`config.mk`:
```
export PLATFORM = sky130hd
export DESIGN_NAME = svd_supply_monitor
export DESIGN_NICKNAME = d
export VERILOG_FILES = /design/src/core/svd_pkg.sv /design/src/core/svd_sync3.sv /design/src/core/svd_settle_timer.sv /design/src/core/svd_supply_monitor.sv
export SDC_FILE = /design/constraint.sdc
export NUM_CORES = 1
export LEC_CHECK = 0
export BUFFER_PORTS_ARGS = -buffer_cell sky130_fd_sc_hd__buf_2
export CORE_MARGIN = 2
export CORE_UTILIZATION = 35
export CTS_BUF_LIST = sky130_fd_sc_hd__clkbuf_4 sky130_fd_sc_hd__clkbuf_8
export CTS_CLUSTER_DIAMETER = 50
export DETAILED_ROUTE_END_ITERATION = 10
export PLACE_DENSITY_LB_ADDON = 0.12
export SYNTH_ARGS = -nofsm -noshare
export SYNTH_HDL_FRONTEND = slang
export SYNTH_SLANG_ARGS = --single-unit
```
`constraint.sdc`:
```
create_clock -name core_clk_i -period 2.47 [get_ports core_clk_i]
set_input_delay 0.1235 -clock core_clk_i [delete_from_list [all_inputs] [get_ports core_clk_i]]
set_output_delay 0.1235 -clock core_clk_i [all_outputs]
set_load 0.1 [all_outputs]
```
`src/core/svd_pkg.sv`:
```
`default_nettype none
// =============================================================================
// Shared constants for the supply voltage detect block.
package svd_pkg;

   // =========================================================================
   // Register bus geometry and register byte addresses.
   localparam int unsigned ADDR_W = 8;
   localparam int unsigned DATA_W = 8;
   localparam logic [7:0] OFF_CTRL       = 8'h0C;
   localparam logic [7:0] OFF_IRQ_STATUS = 8'h10;
   localparam logic [7:0] OFF_IRQ_MASK   = 8'h14;

   // =========================================================================
   // Field positions.
   localparam int unsigned BIT_ENABLE      = 0;
   localparam int unsigned BIT_LOW_FLAG    = 1;
   localparam int unsigned BIT_HIGH_FLAG   = 2;
   localparam int unsigned BIT_IRQ_SETTLED = 0;
   localparam int unsigned BIT_IRQ_LOW     = 5;
   localparam logic [7:0] IRQ_IMPL_BITS    = 8'h21;

   // =========================================================================
   // Values after reset.
   localparam logic       ENABLE_RESET     = 1'b0;
   localparam logic [7:0] IRQ_STATUS_RESET = 8'h00;
   localparam logic [7:0] IRQ_MASK_RESET   = 8'h00;
   localparam logic [7:0] RDATA_RESET      = 8'h00;

   // =========================================================================
   // Settling time after enable, and its cycle count rounded up.
   localparam int unsigned SETTLE_TIME_NS = 20000;
   localparam int unsigned CLK_PERIOD_NS  = 10;
   localparam int unsigned SETTLE_CYC     = (SETTLE_TIME_NS + CLK_PERIOD_NS - 1) / CLK_PERIOD_NS;
   localparam int unsigned SETTLE_CNT_W   = 12;
   localparam logic [11:0] SETTLE_LAST    = 12'(SETTLE_CYC - 1);
   localparam logic [11:0] SETTLE_CYC_W   = 12'(SETTLE_CYC);

   // =========================================================================
   // Comparator inputs: bit 0 is below-low, bit 1 is above-high.
   localparam int unsigned CMP_W    = 2;
   localparam int unsigned CMP_LOW  = 0;
   localparam int unsigned CMP_HIGH = 1;

   typedef enum logic [2:0] {
      SVD_OFF      = 3'h1,
      SVD_SETTLING = 3'h2,
      SVD_MONITOR  = 3'h4
   } svd_state_t;

endpackage
`default_nettype wire

```
`src/core/svd_sync3.sv`:
```
`timescale 1ns/10ps
`default_nettype none
// =============================================================================
// Three-stage synchroniser; the output moves only when stages two and three agree.
module svd_sync3 (
   input  wire logic                     core_clk_i, // Core clock.
   input  wire logic                     reset_i,    // Synchronous reset, active high.
   input  wire logic [svd_pkg::CMP_W-1:0] async_i,   // Asynchronous comparator levels.
   output logic      [svd_pkg::CMP_W-1:0] stable_o   // Filtered, synchronous levels.
);

   logic [svd_pkg::CMP_W-1:0] stage1;
   logic [svd_pkg::CMP_W-1:0] stage2;
   logic [svd_pkg::CMP_W-1:0] stage3;

   genvar g;
   generate
      for (g = 0; g < svd_pkg::CMP_W; g = g + 1) begin : g_bit
         always_ff @(posedge core_clk_i) begin
            if (reset_i) begin
               stage1[g]   <= 1'b0;
               stage2[g]   <= 1'b0;
               stage3[g]   <= 1'b0;
               stable_o[g] <= 1'b0;
            end else begin
               stage1[g] <= async_i[g];
               stage2[g] <= stage1[g];
               stage3[g] <= stage2[g];
               if (stage2[g] == stage3[g]) begin
                  stable_o[g] <= stage3[g];
               end
            end
         end
      end
   endgenerate

endmodule
`default_nettype wire

```
`src/core/svd_settle_timer.sv`:
```
`timescale 1ns/10ps
`default_nettype none
// =============================================================================
// Counts the settling window after enable; restarts whenever run drops.
module svd_settle_timer (
   input  wire logic core_clk_i, // Core clock.
   input  wire logic reset_i,    // Synchronous reset, active high.
   input  wire logic run_i,      // Monitoring enabled.
   output logic      done_o      // Settling window over, level.
);

   logic [svd_pkg::SETTLE_CNT_W-1:0] count;
   logic                             at_last;

   assign at_last = (count == svd_pkg::SETTLE_LAST);

   always_ff @(posedge core_clk_i) begin
      if (reset_i || !run_i) begin
         count  <= '0;
         done_o <= 1'b0;
      end else if (!done_o) begin
         count  <= at_last ? count : count + 12'h001;
         done_o <= at_last;
      end
   end

endmodule
`default_nettype wire

```
`src/core/svd_supply_monitor.sv`:
```
`timescale 1ns/10ps
`default_nettype none
// =============================================================================
// How it works
// RQ1: Control bit 0 enables monitoring, read/write, cleared by reset.
// RQ2: While enabled, flags follow the synchronised comparators every cycle.
// RQ3: Flags count as valid only 20 us after enable; they read zero before.
// RQ4: Bit 2 high-supply flag is set only while supply exceeds high threshold.
// RQ5: Bit 1 low-supply flag is set only while supply is below low threshold.
// RQ6: With monitoring on, the low-supply flag raises request bit 5.
// RQ7: Request bit 5 stays latched until software reads it or reset.
// RQ8: Request reaches the interrupt output only when its mask bit is set.
// RQ9: Software enables interrupts globally before enabling detection at power-up.
// RQ10: Software avoids port 0/1 mode writes while checking for low supply.
// RQ11: Software disables detection before entering stop mode.
// RQ12: Flag and reserved bit writes are ignored; flags read zero when disabled.
module svd_supply_monitor (
   input  wire logic                       core_clk_i,              // Core clock, 100 MHz.
   input  wire logic                       reset_i,                 // Sync reset, active high.
   input  wire logic [svd_pkg::ADDR_W-1:0] reg_addr_i,              // Register byte address.
   input  wire logic [svd_pkg::DATA_W-1:0] reg_wdata_i,             // Write data.
   input  wire logic                       reg_wr_i,                // Write strobe.
   input  wire logic                       reg_rd_i,                // Read strobe.
   output logic      [svd_pkg::DATA_W-1:0] reg_rdata_o,             // Read data, cycle after read.
   input  wire logic                       above_high_i,            // Comparator, async.
   input  wire logic                       below_low_i,             // Comparator, async.
   output logic                            supply_monitor_enable_o, // Powers the comparators.
   output logic                            irq_o                    // Interrupt, level, high.
);

   // =========================================================================
   // State.
   logic                       supply_monitor_enable;
   logic                       high_supply_flag;
   logic                       low_supply_flag;
   logic [svd_pkg::DATA_W-1:0] irq_status;
   logic [svd_pkg::DATA_W-1:0] irq_mask_register;
   logic                       settled_d;
   svd_pkg::svd_state_t        state;
   svd_pkg::svd_state_t        next_state;

   logic [svd_pkg::CMP_W-1:0]  cmp_sync;
   logic                       settled;

   // =========================================================================
   // Decode and selection.
   logic                       wr_ctrl;
   logic                       wr_mask;
   logic                       rd_status;
   logic                       next_enable;
   logic                       monitoring;
   logic                       next_high_flag;
   logic                       next_low_flag;
   logic [svd_pkg::DATA_W-1:0] irq_set;
   logic [svd_pkg::DATA_W-1:0] irq_clear;
   logic [svd_pkg::DATA_W-1:0] next_irq_status;
   logic [svd_pkg::DATA_W-1:0] ctrl_view;
   logic [svd_pkg::DATA_W-1:0] rd_mux;
   logic                       irq_pending;

   assign wr_ctrl   = reg_wr_i && (reg_addr_i == svd_pkg::OFF_CTRL);
   assign wr_mask   = reg_wr_i && (reg_addr_i == svd_pkg::OFF_IRQ_MASK);
   assign rd_status = reg_rd_i && (reg_addr_i == svd_pkg::OFF_IRQ_STATUS);

   // RQ1 enable bit write
   assign next_enable = wr_ctrl ? reg_wdata_i[svd_pkg::BIT_ENABLE] : supply_monitor_enable;

   assign monitoring = next_enable && (state == svd_pkg::SVD_MONITOR);

   // RQ4 high flag qualify
   assign next_high_flag = monitoring && cmp_sync[svd_pkg::CMP_HIGH];
   // RQ5 low flag qualify
   assign next_low_flag  = monitoring && cmp_sync[svd_pkg::CMP_LOW];

   // RQ6 low raises request
   assign irq_set = {2'h0, low_supply_flag, 4'h0, settled && !settled_d};

   // Read clears the status, but a set in the same cycle wins so no event is lost.
   assign irq_clear       = rd_status ? svd_pkg::IRQ_IMPL_BITS : 8'h00;
   // RQ7 latch until read
   assign next_irq_status = ((irq_status & ~irq_clear) | irq_set) & svd_pkg::IRQ_IMPL_BITS;

   // RQ12 reserved bits zero
   assign ctrl_view = {5'h00, high_supply_flag, low_supply_flag, supply_monitor_enable};

   assign rd_mux = (reg_addr_i == svd_pkg::OFF_CTRL)       ? ctrl_view :
                   (reg_addr_i == svd_pkg::OFF_IRQ_STATUS) ? irq_status :
                   (reg_addr_i == svd_pkg::OFF_IRQ_MASK)   ? irq_mask_register :
                                                             8'h00;

   // RQ8 mask gates request
   assign irq_pending = |(irq_status & irq_mask_register);

   // =========================================================================
   // Comparator synchroniser and settling timer.
   svd_sync3 u_sync (
      .core_clk_i (core_clk_i),
      .reset_i    (reset_i),
      .async_i    ({above_high_i, below_low_i}),
      .stable_o   (cmp_sync)
   );

   // RQ3 settle window timer
   svd_settle_timer u_settle (
      .core_clk_i (core_clk_i),
      .reset_i    (reset_i),
      .run_i      (supply_monitor_enable),
      .done_o     (settled)
   );

   // =========================================================================
   // Monitor state machine.
   always_comb begin
      next_state = state;
      case (state)
         svd_pkg::SVD_OFF: begin
            if (supply_monitor_enable) begin
               next_state = svd_pkg::SVD_SETTLING;
            end
         end
         svd_pkg::SVD_SETTLING: begin
            if (!supply_monitor_enable) begin
               next_state = svd_pkg::SVD_OFF;
            end else if (settled) begin
               next_state = svd_pkg::SVD_MONITOR;
            end
         end
         svd_pkg::SVD_MONITOR: begin
            if (!supply_monitor_enable) begin
               next_state = svd_pkg::SVD_OFF;
            end
         end
         default: begin
            next_state = svd_pkg::SVD_OFF;
         end
      endcase
   end

   // =========================================================================
   // Registers.
   always_ff @(posedge core_clk_i) begin
      if (reset_i) begin
         state                 <= svd_pkg::SVD_OFF;
         supply_monitor_enable <= svd_pkg::ENABLE_RESET;
         settled_d             <= 1'b0;
      end else begin
         state                 <= next_state;
         supply_monitor_enable <= next_enable;
         settled_d             <= settled;
      end
   end

   // Flags track the comparators every cycle rather than on a software request.
   // RQ2 real time update
   always_ff @(posedge core_clk_i) begin
      if (reset_i) begin
         high_supply_flag <= 1'b0;
         low_supply_flag  <= 1'b0;
      end else begin
         high_supply_flag <= next_high_flag;
         low_supply_flag  <= next_low_flag;
      end
   end

   always_ff @(posedge core_clk_i) begin
      if (reset_i) begin
         irq_status        <= svd_pkg::IRQ_STATUS_RESET;
         irq_mask_register <= svd_pkg::IRQ_MASK_RESET;
         irq_o             <= 1'b0;
      end else begin
         irq_status <= next_irq_status;
         if (wr_mask) begin
            irq_mask_register <= reg_wdata_i & svd_pkg::IRQ_IMPL_BITS;
         end
         irq_o <= irq_pending;
      end
   end

   always_ff @(posedge core_clk_i) begin
      if (reset_i) begin
         reg_rdata_o             <= svd_pkg::RDATA_RESET;
         supply_monitor_enable_o <= svd_pkg::ENABLE_RESET;
      end else begin
         reg_rdata_o             <= reg_rd_i ? rd_mux : 8'h00;
         supply_monitor_enable_o <= next_enable;
      end
   end

   // =========================================================================
   // Checks. The age counter lets a long wait be checked without a huge repeat.
   logic [svd_pkg::SETTLE_CNT_W-1:0] en_age;

   always_ff @(posedge core_clk_i) begin
      if (reset_i || !supply_monitor_enable) begin
         en_age <= '0;
      end else if (en_age != 12'hFFF) begin
         en_age <= en_age + 12'h001;
      end
   end

   property p_enable_write;
      @(posedge core_clk_i) disable iff (reset_i)
      wr_ctrl |=> (supply_monitor_enable == $past(reg_wdata_i[svd_pkg::BIT_ENABLE]));
   endproperty
   a_enable_write: assert property (p_enable_write) else $error("Enable bit not written."); // RQ1

   property p_realtime;
      @(posedge core_clk_i) disable iff (reset_i)
      (monitoring && $changed(cmp_sync[svd_pkg::CMP_LOW]))
         |=> (low_supply_flag == $past(cmp_sync[svd_pkg::CMP_LOW]));
   endproperty
   a_realtime: assert property (p_realtime) else $error("Low flag did not track supply."); // RQ2

   property p_high_realtime;
      @(posedge core_clk_i) disable iff (reset_i)
      (monitoring && $changed(cmp_sync[svd_pkg::CMP_HIGH]))
         |=> (high_supply_flag == $past(cmp_sync[svd_pkg::CMP_HIGH]));
   endproperty
   a_high_realtime: assert property (p_high_realtime) else $error("High flag lagged."); // RQ2

   property p_settle;
      @(posedge core_clk_i) disable iff (reset_i)
      (low_supply_flag || high_supply_flag) |-> (en_age > svd_pkg::SETTLE_CYC_W);
   endproperty
   a_settle: assert property (p_settle) else $error("Flag raised inside settle window."); // RQ3

   property p_settle_event;
      @(posedge core_clk_i) disable iff (reset_i)
      (settled && !settled_d) |=> irq_status[svd_pkg::BIT_IRQ_SETTLED];
   endproperty
   a_settle_event: assert property (p_settle_event) else $error("Settle event lost."); // RQ3

   property p_high_flag;
      @(posedge core_clk_i) disable iff (reset_i)
      high_supply_flag |-> ($past(cmp_sync[svd_pkg::CMP_HIGH]) && supply_monitor_enable);
   endproperty
   a_high_flag: assert property (p_high_flag) else $error("High flag without high supply."); // RQ4

   property p_low_flag;
      @(posedge core_clk_i) disable iff (reset_i)
      low_supply_flag |-> ($past(cmp_sync[svd_pkg::CMP_LOW]) && supply_monitor_enable);
   endproperty
   a_low_flag: assert property (p_low_flag) else $error("Low flag without low supply."); // RQ5

   property p_low_request;
      @(posedge core_clk_i) disable iff (reset_i)
      low_supply_flag |=> irq_status[svd_pkg::BIT_IRQ_LOW];
   endproperty
   a_low_request: assert property (p_low_request) else $error("Low flag raised no request."); // RQ6

   property p_request_held;
      @(posedge core_clk_i) disable iff (reset_i)
      (irq_status[svd_pkg::BIT_IRQ_LOW] && !rd_status) |=> irq_status[svd_pkg::BIT_IRQ_LOW];
   endproperty
   a_request_held: assert property (p_request_held) else $error("Request lost before read."); // RQ7

   property p_masked_in;
      @(posedge core_clk_i) disable iff (reset_i)
      (irq_status[svd_pkg::BIT_IRQ_LOW] && irq_mask_register[svd_pkg::BIT_IRQ_LOW]) |=> irq_o;
   endproperty
   a_masked_in: assert property (p_masked_in) else $error("Unmasked request not delivered."); // RQ8

   property p_masked_out;
      @(posedge core_clk_i) disable iff (reset_i)
      !irq_pending |=> !irq_o;
   endproperty
   a_masked_out: assert property (p_masked_out) else $error("Interrupt without unmasked request."); // RQ8

   property p_mask_write;
      @(posedge core_clk_i) disable iff (reset_i)
      wr_mask |=> (irq_mask_register == ($past(reg_wdata_i) & svd_pkg::IRQ_IMPL_BITS));
   endproperty
   a_mask_write: assert property (p_mask_write) else $error("Mask write lost."); // RQ8

   property p_disabled_zero;
      @(posedge core_clk_i) disable iff (reset_i)
      !supply_monitor_enable |-> (!low_supply_flag && !high_supply_flag);
   endproperty
   a_disabled_zero: assert property (p_disabled_zero) else $error("Flag set while disabled."); // RQ12

   property p_flag_write_ignored;
      @(posedge core_clk_i) disable iff (reset_i)
      (wr_ctrl && !monitoring) |=> (!low_supply_flag && !high_supply_flag);
   endproperty
   a_flag_write_ignored: assert property (p_flag_write_ignored) else $error("Flag took write."); // RQ12

   property p_cov_low_irq;
      @(posedge core_clk_i) disable iff (reset_i)
      low_supply_flag ##1 irq_o;
   endproperty
   c_low_irq: cover property (p_cov_low_irq);

   property p_cov_settled;
      @(posedge core_clk_i) disable iff (reset_i)
      (state == svd_pkg::SVD_SETTLING) ##1 (state == svd_pkg::SVD_MONITOR);
   endproperty
   c_settled: cover property (p_cov_settled);

   property p_cov_read_clear;
      @(posedge core_clk_i) disable iff (reset_i)
      (rd_status && irq_status[svd_pkg::BIT_IRQ_LOW] && !low_supply_flag)
         ##1 !irq_status[svd_pkg::BIT_IRQ_LOW];
   endproperty
   c_read_clear: cover property (p_cov_read_clear);

endmodule
`default_nettype wire

```
==> metrics.csv <==
stage;metric;value;unit
power;Leak Pwr;0.632;nW
sta;RSZ-0062 raised after global routing;false;
worst_hold_path;Hold Path Depth;2;
global_routing;Overflow after GRT;0;
status;status;finished clean;
cells_and_area;final net count;205;
sta;Final Max Slew Viols;0;
power;Clk network pwr share;0.489;
routing;drt drc;0;
power;combinational share of power;0.042;
sta;Setup Skew;7.33;ps
synthesis;fraction of registers with async set/reset;0;
placement;gp weighted congestion;0.914;
power;pwr/cell area;732;mW/mm^2
global_routing;vias in the first global route;1136;
routing;vias per inst;4.97;
global_routing;largest net degree at the start of global routing;19;
synthesis;FF+latch count, synth;37;
routing;Initial DRC Count;32;
run;max_cap viols;0;
sta;final hold slack;37.6;ps
cells_and_area;fill count;413;
floorplan;FP Rows;23;
cells_and_area;final cell count without fillers;233;
global_routing;global-route wire length before repair;4.75;mm
synthesis;post-synthesis area per instance;9.26;sq um
power;total power;1.28;mW
synthesis;Synth cell types;38;
sta;Tmin final;1630;ps
synthesis;number of synthesized flops with an enable pin;0;
setup_path;Top Family by Delay on Critical Path;simple AND/OR/NAND/NOR gates;
synthesis;Yosys top cell by area;dfxtp_1;
cells_and_area;layout cell share with drive strength beyond 1;0.180;
cells_and_area;Antenna Cells;0;
power;Pint;1.02;mW
setup_path;CP Max Fanout;4;
setup_path;critical path type;in -> reg;
setup_path;Startpoint Class;input port;
clock_network;# hold bufs at CTS;0;
floorplan;die span in y;69.1;um
setup_path;CP Depth;5;
routing;drt pass-1 iters;4;
routing;DR vias;1158;
placement;Setup Slack @ Placement;532;ps
synthesis;Cells after Synth;160;
routing;final WL;2.73;mm
setup_path;CP max stage delay;550;ps
cells_and_area;area grow syn2layout;18.1;%
worst_hold_path;HP Class;in -> reg;
setup_path;Reg2Reg Depth;5;
synthesis;Seq/Total Area, Yosys;0.500;
routing;drt wl/cell;11.7;um
synthesis;Top FF cell, synth;dfxtp_1;
clock_network;clock insertion delay at the later pin of the skew report;290;ps
power;VDD IR max;0.311;mV
synthesis;top cell type's share of synthesized area;0.500;
sta;Final Hold Viols;0;
sta;max_slew headroom;0.603;
cells_and_area;Reg area;741;sq um
synthesis;count leader, synth;dfxtp_1;
floorplan;Core Box Area;0.00403;sq mm
clock_network;CTS root buf;clkbuf_8;
clock_network;clock tree buffer depth;2;
global_routing;Total GRT Usage;0.125;
sta;Final Cycle Share;0.659;
clock_network;post-CTS setup buffer count;0;
power;Seq pwr share;0.470;
synthesis;YS warnings;0;
placement;dpl hpwl;2.03;mm
clock_network;post_cts resized;0;
routing;Final ANT Viol Nets;0;
sta;Final WS setup;842;ps
sta;Final TNS setup;0;ps
placement;dpl cells;225;
synthesis;mapped cell area;0.00148;sq mm
setup_path;Worst Path Required;2700;ps
power;P_sw;0.260;mW
sta;final setup violation count;0;
global_routing;initial antenna violation count;0;
setup_path;Critical-path top delay cell;or4_4;
setup_path;Critical Path AT;1850;ps
setup_path;worst path cell trace;buf_2, or4_4, or4b_1, or3b_1, o2bb2ai_1;
power;switching portion of total power;0.203;
sta;worst-margin pin slew;595;ps
clock_network;total CTS buffers;5;
floorplan;starting density of the core;0.368;
clock_network;Clock Pin Slew Worst Setup and Hold Paths;80;ps
floorplan;Die Wd;69.1;um
synthesis;synth cell count leaders;dfxtp_1, nor2_1, nand2_1;
cells_and_area;multi-input logic area;692;sq um
floorplan;Die ar.;0.00477;sq mm
synthesis;ranking of synthesized cells by area;dfxtp_1, nor2_1, xnor2_1, mux2i_1, a21oi_1;
placement;number of port buffers;21;
setup_path;CP endpoint kind;register;
setup_path;Buf/Inv on CP;1;
sta;f_max;614;MHz
clock_network;clock sink total;37;
clock_network;H-Tree Depth;2;
clock_network;clock tree from TritonCTS;done;
floorplan;num ports;32;
==> metrics by stage <==
stage	utilization	area [sq um]
6_report	0.434	1750
5_1_grt	0.434	1750
4_1_cts	0.434	1750
3_5_place_dp	0.400	1610
3_3_place_gp	0.400	1610
2_1_floorplan	-	1490
==> cells in the final DEF (no fill, tap or decap), drive strengths merged, types with 6 or more instances in the layout <==
cell type and instances:
dfxtp 37, nor3 7, nor2b 6, nor2 23
a21oi 8, mux2i 6, nand2 10, buf 21
xnor2 8
==> state kept, by name (all words and copies together), names as in the netlist, 2 cells and up <==
| register | count |
|---|---|
| u_sync.stable_o | 2 |
| irq_status | 2 |
| reg_rdata_o | 4 |
| u_sync.stage1 | 2 |
| state | 3 |
| irq_mask_register | 2 |
| u_sync.stage3 | 2 |
| u_settle.count | 12 |
| u_sync.stage2 | 2 |
==> power groups by stage <==
| stage | registers, mW | logic, mW | clock network [mW] |
|---|---|---|---|
| 2_1_floorplan | 0.615 | 0.0412 | 0 |
| 3_3_place_gp | 0.615 | 0.0526 | 0 |
| 3_5_place_dp | 0.616 | 0.0538 | 0 |
| 4_1_cts | 0.601 | 0.0539 | 0.645 |
| 5_1_grt | 0.602 | 0.0573 | 0.674 |
| 6_report | 0.602 | 0.0537 | 0.626 |
==> layout make-up <==
cell class | instances | share of cell area
flip-flops and latches | 37 | 0.423
clock buffers | 5 | 0.0393
multi-input cells | 114 | 0.396
inverters | 3 | 0.00644
repair buffers | 21 | 0.0601
well taps | 50 | 0.0358
clock inverters | 3 | 0.0393
==> path summary, 6_finish.rpt <==
path / startpoint / slack [ps] / endpoint
worst max-delay path: reg_addr_i[1] / 840 / reg_rdata_o[0]
worst min-delay path: below_low_i / 40 / u_sync.stage1[0]
worst max register to register: u_settle.count[0] / 940 / u_settle.count[1]
worst min register to register: high_supply_flag / 430 / reg_rdata_o[2]
==> routing by layer <==
metal	up-vias	track usage	routed length, um
met5	-	0	0
met3	2	0.0716	187
met1	543	0.134	1220
met2	28	0.194	1300
li1	585	-	-
met4	0	0.0654	23
==> cell families after synthesis <==
| kind of cell | Yosys count | synth area share |
|---|---|---|
| mux | 7 | 0.0481 |
| compound gates | 18 | 0.0726 |
| other cells | 1 | 0.00253 |
| buf+inv | 12 | 0.0405 |
| xor+xnor | 8 | 0.0473 |
| fa+ha+maj | 1 | 0.00844 |
| flops | 37 | 0.500 |
| simple gates | 76 | 0.280 |
Note: power is estimated with default switching activity, not from simulation.
